$ cat src/spcp_pkg.sv
// Shared constants and types of the serial port parameter control block
package spcp_pkg;

  // ************************************************************
  // Register map (byte addresses on the Avalon-MM slave)
  // ************************************************************
  localparam int unsigned AVS_AW          = 5;
  localparam int unsigned AVS_DW          = 32;
  localparam logic [4:0]  OFS_CMD         = 5'h00;
  localparam logic [4:0]  OFS_SEL         = 5'h04;
  localparam logic [4:0]  OFS_STAT        = 5'h08;
  localparam logic [4:0]  OFS_STATION     = 5'h0C;
  localparam logic [4:0]  OFS_BAUD        = 5'h10;
  localparam logic [4:0]  OFS_PARITY      = 5'h14;

  // ************************************************************
  // Field positions and reset values
  // ************************************************************
  localparam int unsigned CMD_WR_BIT      = 7;
  localparam int unsigned CMD_RD_BIT      = 6;
  localparam int unsigned CMD_CLR_BIT     = 5;
  localparam int unsigned STAT_DONE_BIT   = 7;
  localparam int unsigned STAT_OK_BIT     = 6;
  localparam logic [7:0]  CMD_RST         = 8'h00;
  localparam logic [7:0]  SEL_RST         = 8'h00;
  localparam logic [7:0]  STAT_RST        = 8'h00;
  localparam logic [3:0]  PORT_FIRST      = 4'h1;
  localparam logic [3:0]  PORT_SECOND     = 4'h2;

  // ************************************************************
  // Legal value ranges
  // ************************************************************
  localparam logic [7:0]  STATION_MIN     = 8'h01;
  localparam logic [7:0]  STATION_MAX     = 8'h1F;
  // Baud codes: 0=2400 1=4800 2=9600 3=19200 4=38400 5=1200
  localparam logic [7:0]  BAUD_MAX        = 8'h05;
  // Parity codes: 0=none 1=odd 2=even
  localparam logic [7:0]  PARITY_MAX      = 8'h02;

  // ************************************************************
  // Error codes
  // ************************************************************
  localparam logic [5:0]  ERR_NONE        = 6'h00;
  localparam logic [5:0]  ERR_COMBO       = 6'h01;
  localparam logic [5:0]  ERR_PORT        = 6'h02;
  localparam logic [5:0]  ERR_SEL         = 6'h03;
  localparam logic [5:0]  ERR_STATION     = 6'h04;
  localparam logic [5:0]  ERR_BAUD        = 6'h05;
  localparam logic [5:0]  ERR_PARITY      = 6'h06;
  localparam logic [5:0]  ERR_P1_BASE     = 6'h0A;
  localparam logic [5:0]  ERR_P2_BASE     = 6'h14;
  localparam logic [5:0]  ERR_NV_WRITE    = 6'h3D;

  // ************************************************************
  // Parameter store geometry
  // ************************************************************
  localparam int unsigned STORE_AW        = 3;
  localparam int unsigned STORE_DW        = 9;

  typedef struct packed {
    logic [7:0] station;
    logic [7:0] baud;
    logic [7:0] parity;
  } spcp_cfg_t;

  typedef struct packed {
    logic                read;
    logic                write;
    logic [AVS_AW-1:0]   address;
    logic [AVS_DW-1:0]   writedata;
  } spcp_avs_req_t;

  typedef enum logic [2:0] {
    ST_IDLE   = 3'h0,
    ST_CHECK  = 3'h1,
    ST_DECIDE = 3'h2,
    ST_WRITE  = 3'h3,
    ST_RDADDR = 3'h4,
    ST_RDDATA = 3'h5
  } spcp_state_t;

endpackage

$ cat src/spcp_check.sv
// Registered validation of a requested operation, yields an error code
`timescale 1ns/1ps
`default_nettype none
module spcp_check
  import spcp_pkg::*;
(
  input  wire logic       i_mclk,
  input  wire logic       i_resetn,
  input  wire logic [7:0] i_cmd,
  input  wire logic [7:0] i_sel,
  input  wire spcp_cfg_t  i_val,
  output var  logic [5:0] o_err
);

  function automatic logic out_rng(input logic [7:0] v, input logic [7:0] lo,
                                   input logic [7:0] hi);
    return (v < lo) || (v > hi);
  endfunction

  logic [2:0] ops;
  logic [5:0] err_nxt;

  assign ops = i_cmd[CMD_WR_BIT:CMD_CLR_BIT];

  always_comb begin
    err_nxt = ERR_NONE;
    if ((ops & (ops - 3'h1)) != 3'h0) begin
      err_nxt = ERR_COMBO;                                    // see RULE_12
    end else if (i_cmd[3:0] != PORT_FIRST && i_cmd[3:0] != PORT_SECOND) begin
      err_nxt = ERR_PORT;                                     // see RULE_09
    end else if (ops[1]) begin
      err_nxt = ERR_NONE;                                     // see RULE_13
    end else if (i_sel[7:3] != 5'h00 || i_sel[2:0] == 3'h0) begin
      err_nxt = ERR_SEL;                                      // see RULE_11
    end else if (ops[0]) begin
      err_nxt = ERR_NONE;                                     // see RULE_04
    end else if (i_sel[0] && out_rng(i_val.station, STATION_MIN, STATION_MAX)) begin
      err_nxt = ERR_STATION;                                  // see RULE_01
    end else if (i_sel[1] && out_rng(i_val.baud, 8'h00, BAUD_MAX)) begin
      err_nxt = ERR_BAUD;                                     // see RULE_02
    end else if (i_sel[2] && out_rng(i_val.parity, 8'h00, PARITY_MAX)) begin
      err_nxt = ERR_PARITY;                                   // see RULE_03
    end
  end

  always_ff @(posedge i_mclk) begin
    if (!i_resetn) begin
      o_err <= ERR_NONE;
    end else begin
      o_err <= err_nxt;                                       // see RULE_18
    end
  end

endmodule
`default_nettype wire

$ cat src/spcp_ctrl.sv
// Serial port parameter control: register slave, operation sequencer, active configuration
//
// Behaviour
// (RULE_01) Station number for a write must be 1 to 31, else value error.
// (RULE_02) Baud codes 0..5 mean 2400, 4800, 9600, 19200, 38400, 1200.
// (RULE_03) Parity codes 0..2 mean none, odd, even.
// (RULE_04) Value registers feed writes, receive read results, are ignored by clears.
// (RULE_05) Command bit 7 starts a write; hardware clears it when done.
// (RULE_06) Command bit 6 starts a read; hardware clears it when done.
// (RULE_07) Command bit 5 starts a clear; hardware clears it when done.
// (RULE_08) Software writes zero to command bit 4.
// (RULE_09) Command low nibble selects port 1 or 2; other values fail the operation.
// (RULE_10) Software writes zeros to select bits 7 to 3.
// (RULE_11) Select bits 2,1,0 pick parity, baud, station for write or clear.
// (RULE_12) More than one start bit set fails the operation.
// (RULE_13) A read ignores select and returns all three values at once.
// (RULE_14) A clear reverts chosen values to the hardware configuration.
// (RULE_15) Every finished operation sets status bit 7.
// (RULE_16) Status bit 6 is 1 on success, 0 on failure.
// (RULE_17) A failure places its error code in status bits 5 to 0.
// (RULE_18) Validation codes 1 to 6: combo, port, select, station, baud, parity.
// (RULE_19) First port: 10/12/14 store read failure, 11/13/15 never set.
// (RULE_20) Second port: 20/22/24 store read failure, 21/23/25 never set.
// (RULE_21) Failure to store parameters permanently reports code 61.
// (RULE_22) Software starts a new operation only after status bit 7 reads 1.
// (RULE_23) Starting an operation clears the done and success status bits.
`timescale 1ns/1ps
`default_nettype none
module spcp_ctrl
  import spcp_pkg::*;
(
  input  wire logic              i_mclk,
  input  wire logic              i_resetn,
  input  wire spcp_avs_req_t     i_avs,
  output var  logic              o_avs_waitrequest,
  output var  logic [AVS_DW-1:0] o_avs_readdata,
  input  wire spcp_cfg_t         i_hw_cfg1,
  input  wire spcp_cfg_t         i_hw_cfg2,
  input  wire logic              i_nv_rd_err,
  input  wire logic              i_nv_wr_err,
  output var  spcp_cfg_t         o_first_serial_port_cfg,
  output var  spcp_cfg_t         o_second_serial_port_cfg,
  output var  logic              o_busy
);

  // ************************************************************
  // Helpers
  // ************************************************************
  function automatic logic [7:0] get_field(input spcp_cfg_t c, input logic [1:0] idx);
    logic [7:0] v;
    v = c.station;
    unique case (idx)
      2'h1:    v = c.baud;
      2'h2:    v = c.parity;
      default: v = c.station;
    endcase
    return v;
  endfunction

  function automatic spcp_cfg_t set_field(input spcp_cfg_t c, input logic [1:0] idx,
                                          input logic [7:0] v);
    spcp_cfg_t r;
    r = c;
    unique case (idx)
      2'h1:    r.baud = v;
      2'h2:    r.parity = v;
      default: r.station = v;
    endcase
    return r;
  endfunction

  function automatic logic [5:0] store_code(input logic p2, input logic [1:0] idx,
                                            input logic unset);
    logic [5:0] base;
    base = p2 ? ERR_P2_BASE : ERR_P1_BASE;
    return base + {3'h0, idx, 1'b0} + {5'h00, unset};
  endfunction

  // ************************************************************
  // Declarations
  // ************************************************************
  spcp_state_t         state_r;
  logic [1:0]          idx_r;
  logic [7:0]          cmd_r;
  logic [7:0]          sel_r;
  logic [7:0]          stat_r;
  spcp_cfg_t           val_r;
  logic [5:0]          chk_err;
  logic [STORE_DW-1:0] mem_rd;
  logic [STORE_DW-1:0] mem_wd;
  logic                mem_we;
  logic                bus_req;
  logic                wr_acc;
  logic                idle;
  logic                start_w;
  logic                op_rd;
  logic                op_clr;
  logic                second_serial_port;
  logic                fin_w;
  logic                fin_ok;
  logic [5:0]          fin_code;
  logic [7:0]          rd_byte;
  logic [7:0]          new_val;

  assign bus_req = i_avs.read | i_avs.write;
  assign wr_acc  = i_avs.write && !o_avs_waitrequest;
  assign idle    = (state_r == ST_IDLE);
  assign op_rd   = cmd_r[CMD_RD_BIT];
  assign op_clr  = cmd_r[CMD_CLR_BIT];
  assign second_serial_port   = (cmd_r[3:0] == PORT_SECOND);
  assign start_w = wr_acc && idle && (i_avs.address == OFS_CMD)
                   && (i_avs.writedata[CMD_WR_BIT:CMD_CLR_BIT] != 3'h0);

  // ************************************************************
  // Avalon-MM slave: one wait state, data registered
  // ************************************************************
  always_ff @(posedge i_mclk) begin
    if (!i_resetn) begin
      o_avs_waitrequest <= 1'b1;
    end else begin
      o_avs_waitrequest <= !(bus_req && o_avs_waitrequest);
    end
  end

  always_comb begin
    rd_byte = 8'h00;
    unique case (i_avs.address)
      OFS_CMD:     rd_byte = cmd_r;
      OFS_SEL:     rd_byte = sel_r;
      OFS_STAT:    rd_byte = stat_r;
      OFS_STATION: rd_byte = val_r.station;
      OFS_BAUD:    rd_byte = val_r.baud;
      OFS_PARITY:  rd_byte = val_r.parity;
      default:     rd_byte = 8'h00;
    endcase
  end

  always_ff @(posedge i_mclk) begin
    if (!i_resetn) begin
      o_avs_readdata <= '0;
    end else if (i_avs.read && o_avs_waitrequest) begin
      o_avs_readdata <= {24'h000000, rd_byte};
    end
  end

  // ************************************************************
  // Command and select registers
  // ************************************************************
  // Writes are ignored while busy, so the hardware clear of a start bit
  // can never collide with software touching the command register.
  always_ff @(posedge i_mclk) begin
    if (!i_resetn) begin
      cmd_r <= CMD_RST;
    end else if (fin_w) begin
      cmd_r[CMD_WR_BIT:CMD_CLR_BIT] <= 3'h0;                  // see RULE_05 RULE_06 RULE_07
    end else if (wr_acc && idle && i_avs.address == OFS_CMD) begin
      cmd_r <= i_avs.writedata[7:0];
    end
  end

  always_ff @(posedge i_mclk) begin
    if (!i_resetn) begin
      sel_r <= SEL_RST;
    end else if (wr_acc && idle && i_avs.address == OFS_SEL) begin
      sel_r <= i_avs.writedata[7:0];
    end
  end

  // ************************************************************
  // Value registers
  // ************************************************************
  always_ff @(posedge i_mclk) begin
    if (!i_resetn) begin
      val_r <= '0;
    end else if (state_r == ST_RDDATA && !i_nv_rd_err && mem_rd[8]) begin
      val_r <= set_field(val_r, idx_r, mem_rd[7:0]);          // see RULE_04 RULE_13
    end else if (wr_acc && idle) begin
      unique case (i_avs.address)
        OFS_STATION: val_r.station <= i_avs.writedata[7:0];
        OFS_BAUD:    val_r.baud <= i_avs.writedata[7:0];
        OFS_PARITY:  val_r.parity <= i_avs.writedata[7:0];
        default:     val_r <= val_r;
      endcase
    end
  end

  // ************************************************************
  // Validation and store
  // ************************************************************
  spcp_check u_check (
    .i_mclk   (i_mclk),
    .i_resetn (i_resetn),
    .i_cmd    (cmd_r),
    .i_sel    (sel_r),
    .i_val    (val_r),
    .o_err    (chk_err)
  );

  // A clear writes an invalid entry so later reads see "never set"
  assign mem_we = (state_r == ST_WRITE) && sel_r[idx_r];      // see RULE_11
  assign mem_wd = op_clr ? {1'b0, 8'h00} : {1'b1, get_field(val_r, idx_r)};

  spcp_store u_store (
    .i_mclk   (i_mclk),
    .i_resetn (i_resetn),
    .i_we     (mem_we),
    .i_addr   ({second_serial_port, idx_r}),
    .i_wdata  (mem_wd),
    .o_rdata  (mem_rd)
  );

  // ************************************************************
  // Operation outcome
  // ************************************************************
  always_comb begin
    fin_w    = 1'b0;
    fin_ok   = 1'b0;
    fin_code = ERR_NONE;
    unique case (state_r)
      ST_DECIDE: begin
        if (chk_err != ERR_NONE) begin
          fin_w    = 1'b1;
          fin_code = chk_err;                                 // see RULE_18
        end else if (!op_rd && i_nv_wr_err) begin
          fin_w    = 1'b1;
          fin_code = ERR_NV_WRITE;                            // see RULE_21
        end
      end
      ST_WRITE: begin
        fin_w  = (idx_r == 2'h2);
        fin_ok = fin_w;
      end
      ST_RDDATA: begin
        if (i_nv_rd_err) begin
          fin_w    = 1'b1;
          fin_code = store_code(second_serial_port, idx_r, 1'b0);          // see RULE_19 RULE_20
        end else if (!mem_rd[8]) begin
          fin_w    = 1'b1;
          fin_code = store_code(second_serial_port, idx_r, 1'b1);          // see RULE_19 RULE_20
        end else begin
          fin_w  = (idx_r == 2'h2);
          fin_ok = fin_w;
        end
      end
      default: begin
        fin_w = 1'b0;
      end
    endcase
  end

  // ************************************************************
  // Sequencer
  // ************************************************************
  always_ff @(posedge i_mclk) begin
    if (!i_resetn) begin
      state_r <= ST_IDLE;
      idx_r   <= 2'h0;
    end else begin
      unique case (state_r)
        ST_IDLE: begin
          if (start_w) begin
            state_r <= ST_CHECK;
          end
        end
        ST_CHECK: begin
          state_r <= ST_DECIDE;
        end
        ST_DECIDE: begin
          idx_r <= 2'h0;
          if (fin_w) begin
            state_r <= ST_IDLE;
          end else if (op_rd) begin
            state_r <= ST_RDADDR;
          end else begin
            state_r <= ST_WRITE;
          end
        end
        ST_WRITE: begin
          idx_r <= idx_r + 2'h1;
          if (fin_w) begin
            state_r <= ST_IDLE;
          end
        end
        ST_RDADDR: begin
          state_r <= ST_RDDATA;
        end
        ST_RDDATA: begin
          idx_r <= idx_r + 2'h1;
          state_r <= fin_w ? ST_IDLE : ST_RDADDR;
        end
        default: begin
          state_r <= ST_IDLE;
        end
      endcase
    end
  end

  always_ff @(posedge i_mclk) begin
    if (!i_resetn) begin
      o_busy <= 1'b0;
    end else begin
      o_busy <= start_w || (!idle && !fin_w);
    end
  end

  // ************************************************************
  // Status register
  // ************************************************************
  always_ff @(posedge i_mclk) begin
    if (!i_resetn) begin
      stat_r <= STAT_RST;
    end else if (start_w) begin
      stat_r <= STAT_RST;                                     // see RULE_23
    end else if (fin_w) begin
      stat_r <= {1'b1, fin_ok, fin_code};                     // see RULE_15 RULE_16 RULE_17
    end
  end

  // ************************************************************
  // Active port configuration
  // ************************************************************
  // Taken from the hardware configuration at reset; dynamic values are
  // not reloaded from the store at power-up.
  assign new_val = op_clr ? get_field(second_serial_port ? i_hw_cfg2 : i_hw_cfg1, idx_r)
                          : get_field(val_r, idx_r);          // see RULE_14

  always_ff @(posedge i_mclk) begin
    if (!i_resetn) begin
      o_first_serial_port_cfg <= i_hw_cfg1;
      o_second_serial_port_cfg <= i_hw_cfg2;
    end else if (mem_we && !second_serial_port) begin
      o_first_serial_port_cfg <= set_field(o_first_serial_port_cfg, idx_r, new_val);
    end else if (mem_we && second_serial_port) begin
      o_second_serial_port_cfg <= set_field(o_second_serial_port_cfg, idx_r, new_val);
    end
  end
endmodule
`default_nettype wire

$ cat src/spcp_store.sv
// Persistent parameter store: valid flag plus value per port and parameter
`timescale 1ns/1ps
`default_nettype none
module spcp_store
  import spcp_pkg::*;
(
  input  wire logic                i_mclk,
  input  wire logic                i_resetn,
  input  wire logic                i_we,
  input  wire logic [STORE_AW-1:0] i_addr,
  input  wire logic [STORE_DW-1:0] i_wdata,
  output var  logic [STORE_DW-1:0] o_rdata
);

  logic [STORE_DW-1:0] mem_r [2**STORE_AW];

  // Reset marks every entry as never set
  always_ff @(posedge i_mclk) begin
    if (!i_resetn) begin
      for (int i = 0; i < 2**STORE_AW; i++) begin
        mem_r[i] <= '0;
      end
    end else if (i_we) begin
      mem_r[i_addr] <= i_wdata;
    end
  end

  always_ff @(posedge i_mclk) begin
    if (!i_resetn) begin
      o_rdata <= '0;
    end else begin
      o_rdata <= mem_r[i_addr];
    end
  end

endmodule
`default_nettype wire

$ cat config.mk
export PLATFORM = sky130hd
export DESIGN_NAME = spcp_ctrl
export DESIGN_NICKNAME = d
export VERILOG_FILES = /design/src/spcp_pkg.sv /design/src/spcp_check.sv /design/src/spcp_ctrl.sv /design/src/spcp_store.sv
export SDC_FILE = /design/constraint.sdc
export NUM_CORES = 1
export LEC_CHECK = 0
export ABC_CLOCK_PERIOD_IN_PS = 6100
export BUFFER_PORTS_ARGS = -buffer_cell sky130_fd_sc_hd__buf_2
export CORE_AREA = 5 5 143 145
export DETAILED_ROUTE_END_ITERATION = 16
export DIE_AREA = 0 0 148 150
export PLACE_DENSITY_LB_ADDON = 0.25
export SYNTH_ARGS = -nofsm -noshare
export SYNTH_HDL_FRONTEND = slang
export SYNTH_SLANG_ARGS = --single-unit
$ cat constraint.sdc
create_clock -name i_mclk -period 6.1 [get_ports i_mclk]
set_input_delay 0 -clock i_mclk [delete_from_list [all_inputs] [get_ports i_mclk]]
set_output_delay 0 -clock i_mclk [all_outputs]
set_load 0.03 [all_outputs]
==> metrics <==
clk_lat worst skew=~0.43 ns; Detailed Route WL=~26000 microns; R2R depth=5; diode count=0; row count=51; FF-to-FF Start=cmd_r[0]; die height=150 microns; met2 wire length=12500 microns; vias in the first global route=7051; Max IR drop VDD=0.188 mV; Max Used Layer=met4; Routed WL per cell=roughly 21 microns; die area=22200 sq um; cell area after synthesis=9270 sq um; CP arrival=3.08 ns; H-tree depth=4; period utilization=49.2%; Max transition margin=29.3%; power per cell area=258 nW/um^2; Mapped Cells=844; Yosys warnings=0; fillcell total=1610; Placed Area=9890 sq um; crit path capture=u_store.mem_r[3][6]; flop2flop setup slack=3.10 ns; FF+latch count, synth=between 150 and 200; final instance area=11000 sq um; Clock Sinks=195; clock tree from TritonCTS=built; Max Clk Rate=between 300 and 400 MHz; worst setup path category=reg2reg; CTS root buffer=clkbuf_16; antenna viol nets, final=0; DRC violations left=0; Worst path max stage delay=around 0.57 ns; TNS Setup=0 ns; Max FO, Critical Path=31; GP Congestion=slightly below 0.9; layout cell share with drive strength beyond 1=20.7%; final setup violating endpoints=0; Worst setup EP type=flop; initial detailed-routing violation count=957; leak pwr=roughly 0.0044 uW; MaxCap Viol Count=0; first-pass GRT wire length=39700 microns; min cycle time layout=3.00 ns; Slew @ Worst Pin=1.06 ns; core area=19100 sq um; global route overflow=0; met1 wire length=10700 microns; Setup crit start kind=flop; routed via count=roughly 7400; Synth Area per Inst=11.0 sq um; Slowest-stage cell, CP=inv_2; Setup crit start=cmd_r[0]; Pre-antenna DRT Iters=8; setup bufs post-CTS=0; largest net degree at the start of global routing=64; FF-to-FF End=u_store.mem_r[3][6]; clk_skew=0.00906 ns; critical path cell sequence=nor4b_4, inv_2, and3_1, nand3_1, nand2_1; # resized after CTS=0; Worst Hold Class=in2reg; final hold viol count=0; Initial Utilization=approximately half; RSZ-0062 raised after global routing=false; EDFF count, synth=120; Num CTS Buffers=17; sequential area share after synthesis=55.1%; Max Buffers Root-to-Sink=2; Reg clk slew, reported paths=0.07 ns; FFs w/ async S/R, synth=0%; I/O pin count=173; Critical Path RT=6.18 ns; Buf/Inv on CP=1; Routed met3 length=roughly 2000 microns; Port Buffer Count=approximately 120; die span in x=between 100 and 150 microns; Syn-to-layout area delta=18.9%; Post-DP HPWL=between 15000 and 20000 microns; all-layer global routing usage=between 20% and 30%; Avg Vias per Cell=5.96; Final nets=1081; Crit path max-delay family=simple AND/OR/NAND/NOR gates; Unique masters post-synth=64; most used flip-flop cell after synthesis=edfxtp_1; status=completed; Max Slew Vio Count=0; initial antenna violation count=0; CP Depth=5
[what timing repair did]
action,in CTS,in global routing
endpoints found under the setup margin,0,0
hold buffers,58,0
hold endpoints to repair,66,0
[logic make-up after synthesis]
family / after synthesis / synth area share [%]
and+or+nand+nor: 317 / 15.6
other: 1 / 0.0404
DFF: 195 / 55.1
AOI/OAI and AO/OA: 175 / 14.1
xor gates and xnor gates: 3 / 0.283
buffers and inverters: 98 / 5.14
muxes: 51 / 9.19
adders and majority gates: 4 / 0.540
[cell usage in the layout (no fill, tap or decap), drive strengths merged, types with 4 or more instances in the layout]
master and count:
clkinv 8, mux2i 24, or3 11, dfxtp 75, o21ai 17, ha 4, and3 8, a222oi 8
edfxtp 120, inv 12, a21oi 39, buf 131, nor2 186, conb 24, clkbuf 18, o31ai 26
a221oi 25, and2 8, dlygate4sd3 58, nor2b 12, nand2 37, mux4 27, nand4 4, a31oi 11
nor3 16, nand3 14, a22o 26
[through the flow]
stage / hold WS [ns] / total power (uW) / worst slack (ns) / utilization, % / instances
finish: 0.0416 / 2850 / 3.10 / 57.8 / 1237
global route: 0.0525 / 2940 / 2.93 / 57.8 / 1237
CTS: 0.0300 / 2850 / 3.12 / 57.8 / 1237
detailed placement: 0.237 / 1760 / 3.11 / 51.8 / 1147
global placement: 0.225 / 1760 / 3.19 / 51.8 / 1147
floorplan: 0.116 / 1680 / 3.20 / - / 867
[cell type report]
type	count	area (sq um)	area share, %
clock buffers	18	429	3.89
clock inverters	14	130	1.18
inverters	9	33.8	0.306
multi-input cells	574	3780	34.2
flip-flops and latches	195	5100	46.3
well taps	238	298	2.70
repair buffers	189	1260	11.4
[where the power goes]
part | internal [uW] | leakage, uW | switching, uW
clock network | 569 | 0.000272 | 512
logic | 101 | 0.00232 | 194
registers | 1450 | 0.00183 | 22.3
[worst min path at each step]
| stage | startpoint | end | slack [ns] | cells past startpoint |
|---|---|---|---|---|
| 2_1_floorplan | i_avs[38] | o_avs_waitrequest | 0.12 | 1 |
| 3_3_place_gp | i_avs[37] | o_avs_waitrequest | 0.23 | 2 |
| 3_5_place_dp | i_avs[37] | o_avs_waitrequest | 0.24 | 2 |
| 4_1_cts | i_resetn | val_r[9] | 0.03 | 3 |
| 5_1_grt | i_resetn | val_r[5] | 0.05 | 3 |
| 6_report | i_resetn | val_r[13] | 0.04 | 3 |
[registers in the layout (all words and copies together) (netlist names)]
signal,count
o_busy,1
u_store.mem_r,72
idx_r,2
o_first_serial_port_cfg,24
stat_r,8
cmd_r,8
u_store.o_rdata,9
o_avs_waitrequest,1
o_avs_readdata,8
state_r,3
sel_r,8
o_second_serial_port_cfg,24
u_check.o_err,3
val_r,24
[Yosys cell counts, types with 12 or more instances]
| cell | n | area [sq um] |
|---|---|---|
| nor2_1 | 186 | 698 |
| nand2_1 | 37 | 139 |
| nor2b_1 | 12 | 75.1 |
| o21ai_0 | 17 | 85.1 |
| mux2i_1 | 24 | 240 |
| nor3_1 | 15 | 75.1 |
| a221oi_1 | 25 | 219 |
| nand3_1 | 14 | 70.1 |
| buf_4 | 24 | 180 |
| edfxtp_1 | 120 | 3600 |
| dfxtp_1 | 75 | 1500 |
| a22o_1 | 26 | 228 |
| a21oi_1 | 30 | 150 |
| mux4_2 | 26 | 586 |
| clkbuf_1 | 44 | 165 |
| o31ai_1 | 26 | 195 |
[metal layers]
| layer | vias to the layer above | track usage (%) |
|---|---|---|
| met4 | 0 | 8.41 |
| met3 | 57 | 4.06 |
| met1 | 3565 | 31.3 |
| met2 | 357 | 38.1 |
| li1 | 3392 | - |
| met5 | - | 0 |
[worst reg2reg max path, stage by stage, from the launching register on]
cell and delay [ns]:
dfxtp_1 0.48, nor4b_4 0.11, inv_2 0.57, and3_1 0.51, nand3_1 0.42, nand2_1 0.56
Power figures use the tool's default switching activity.
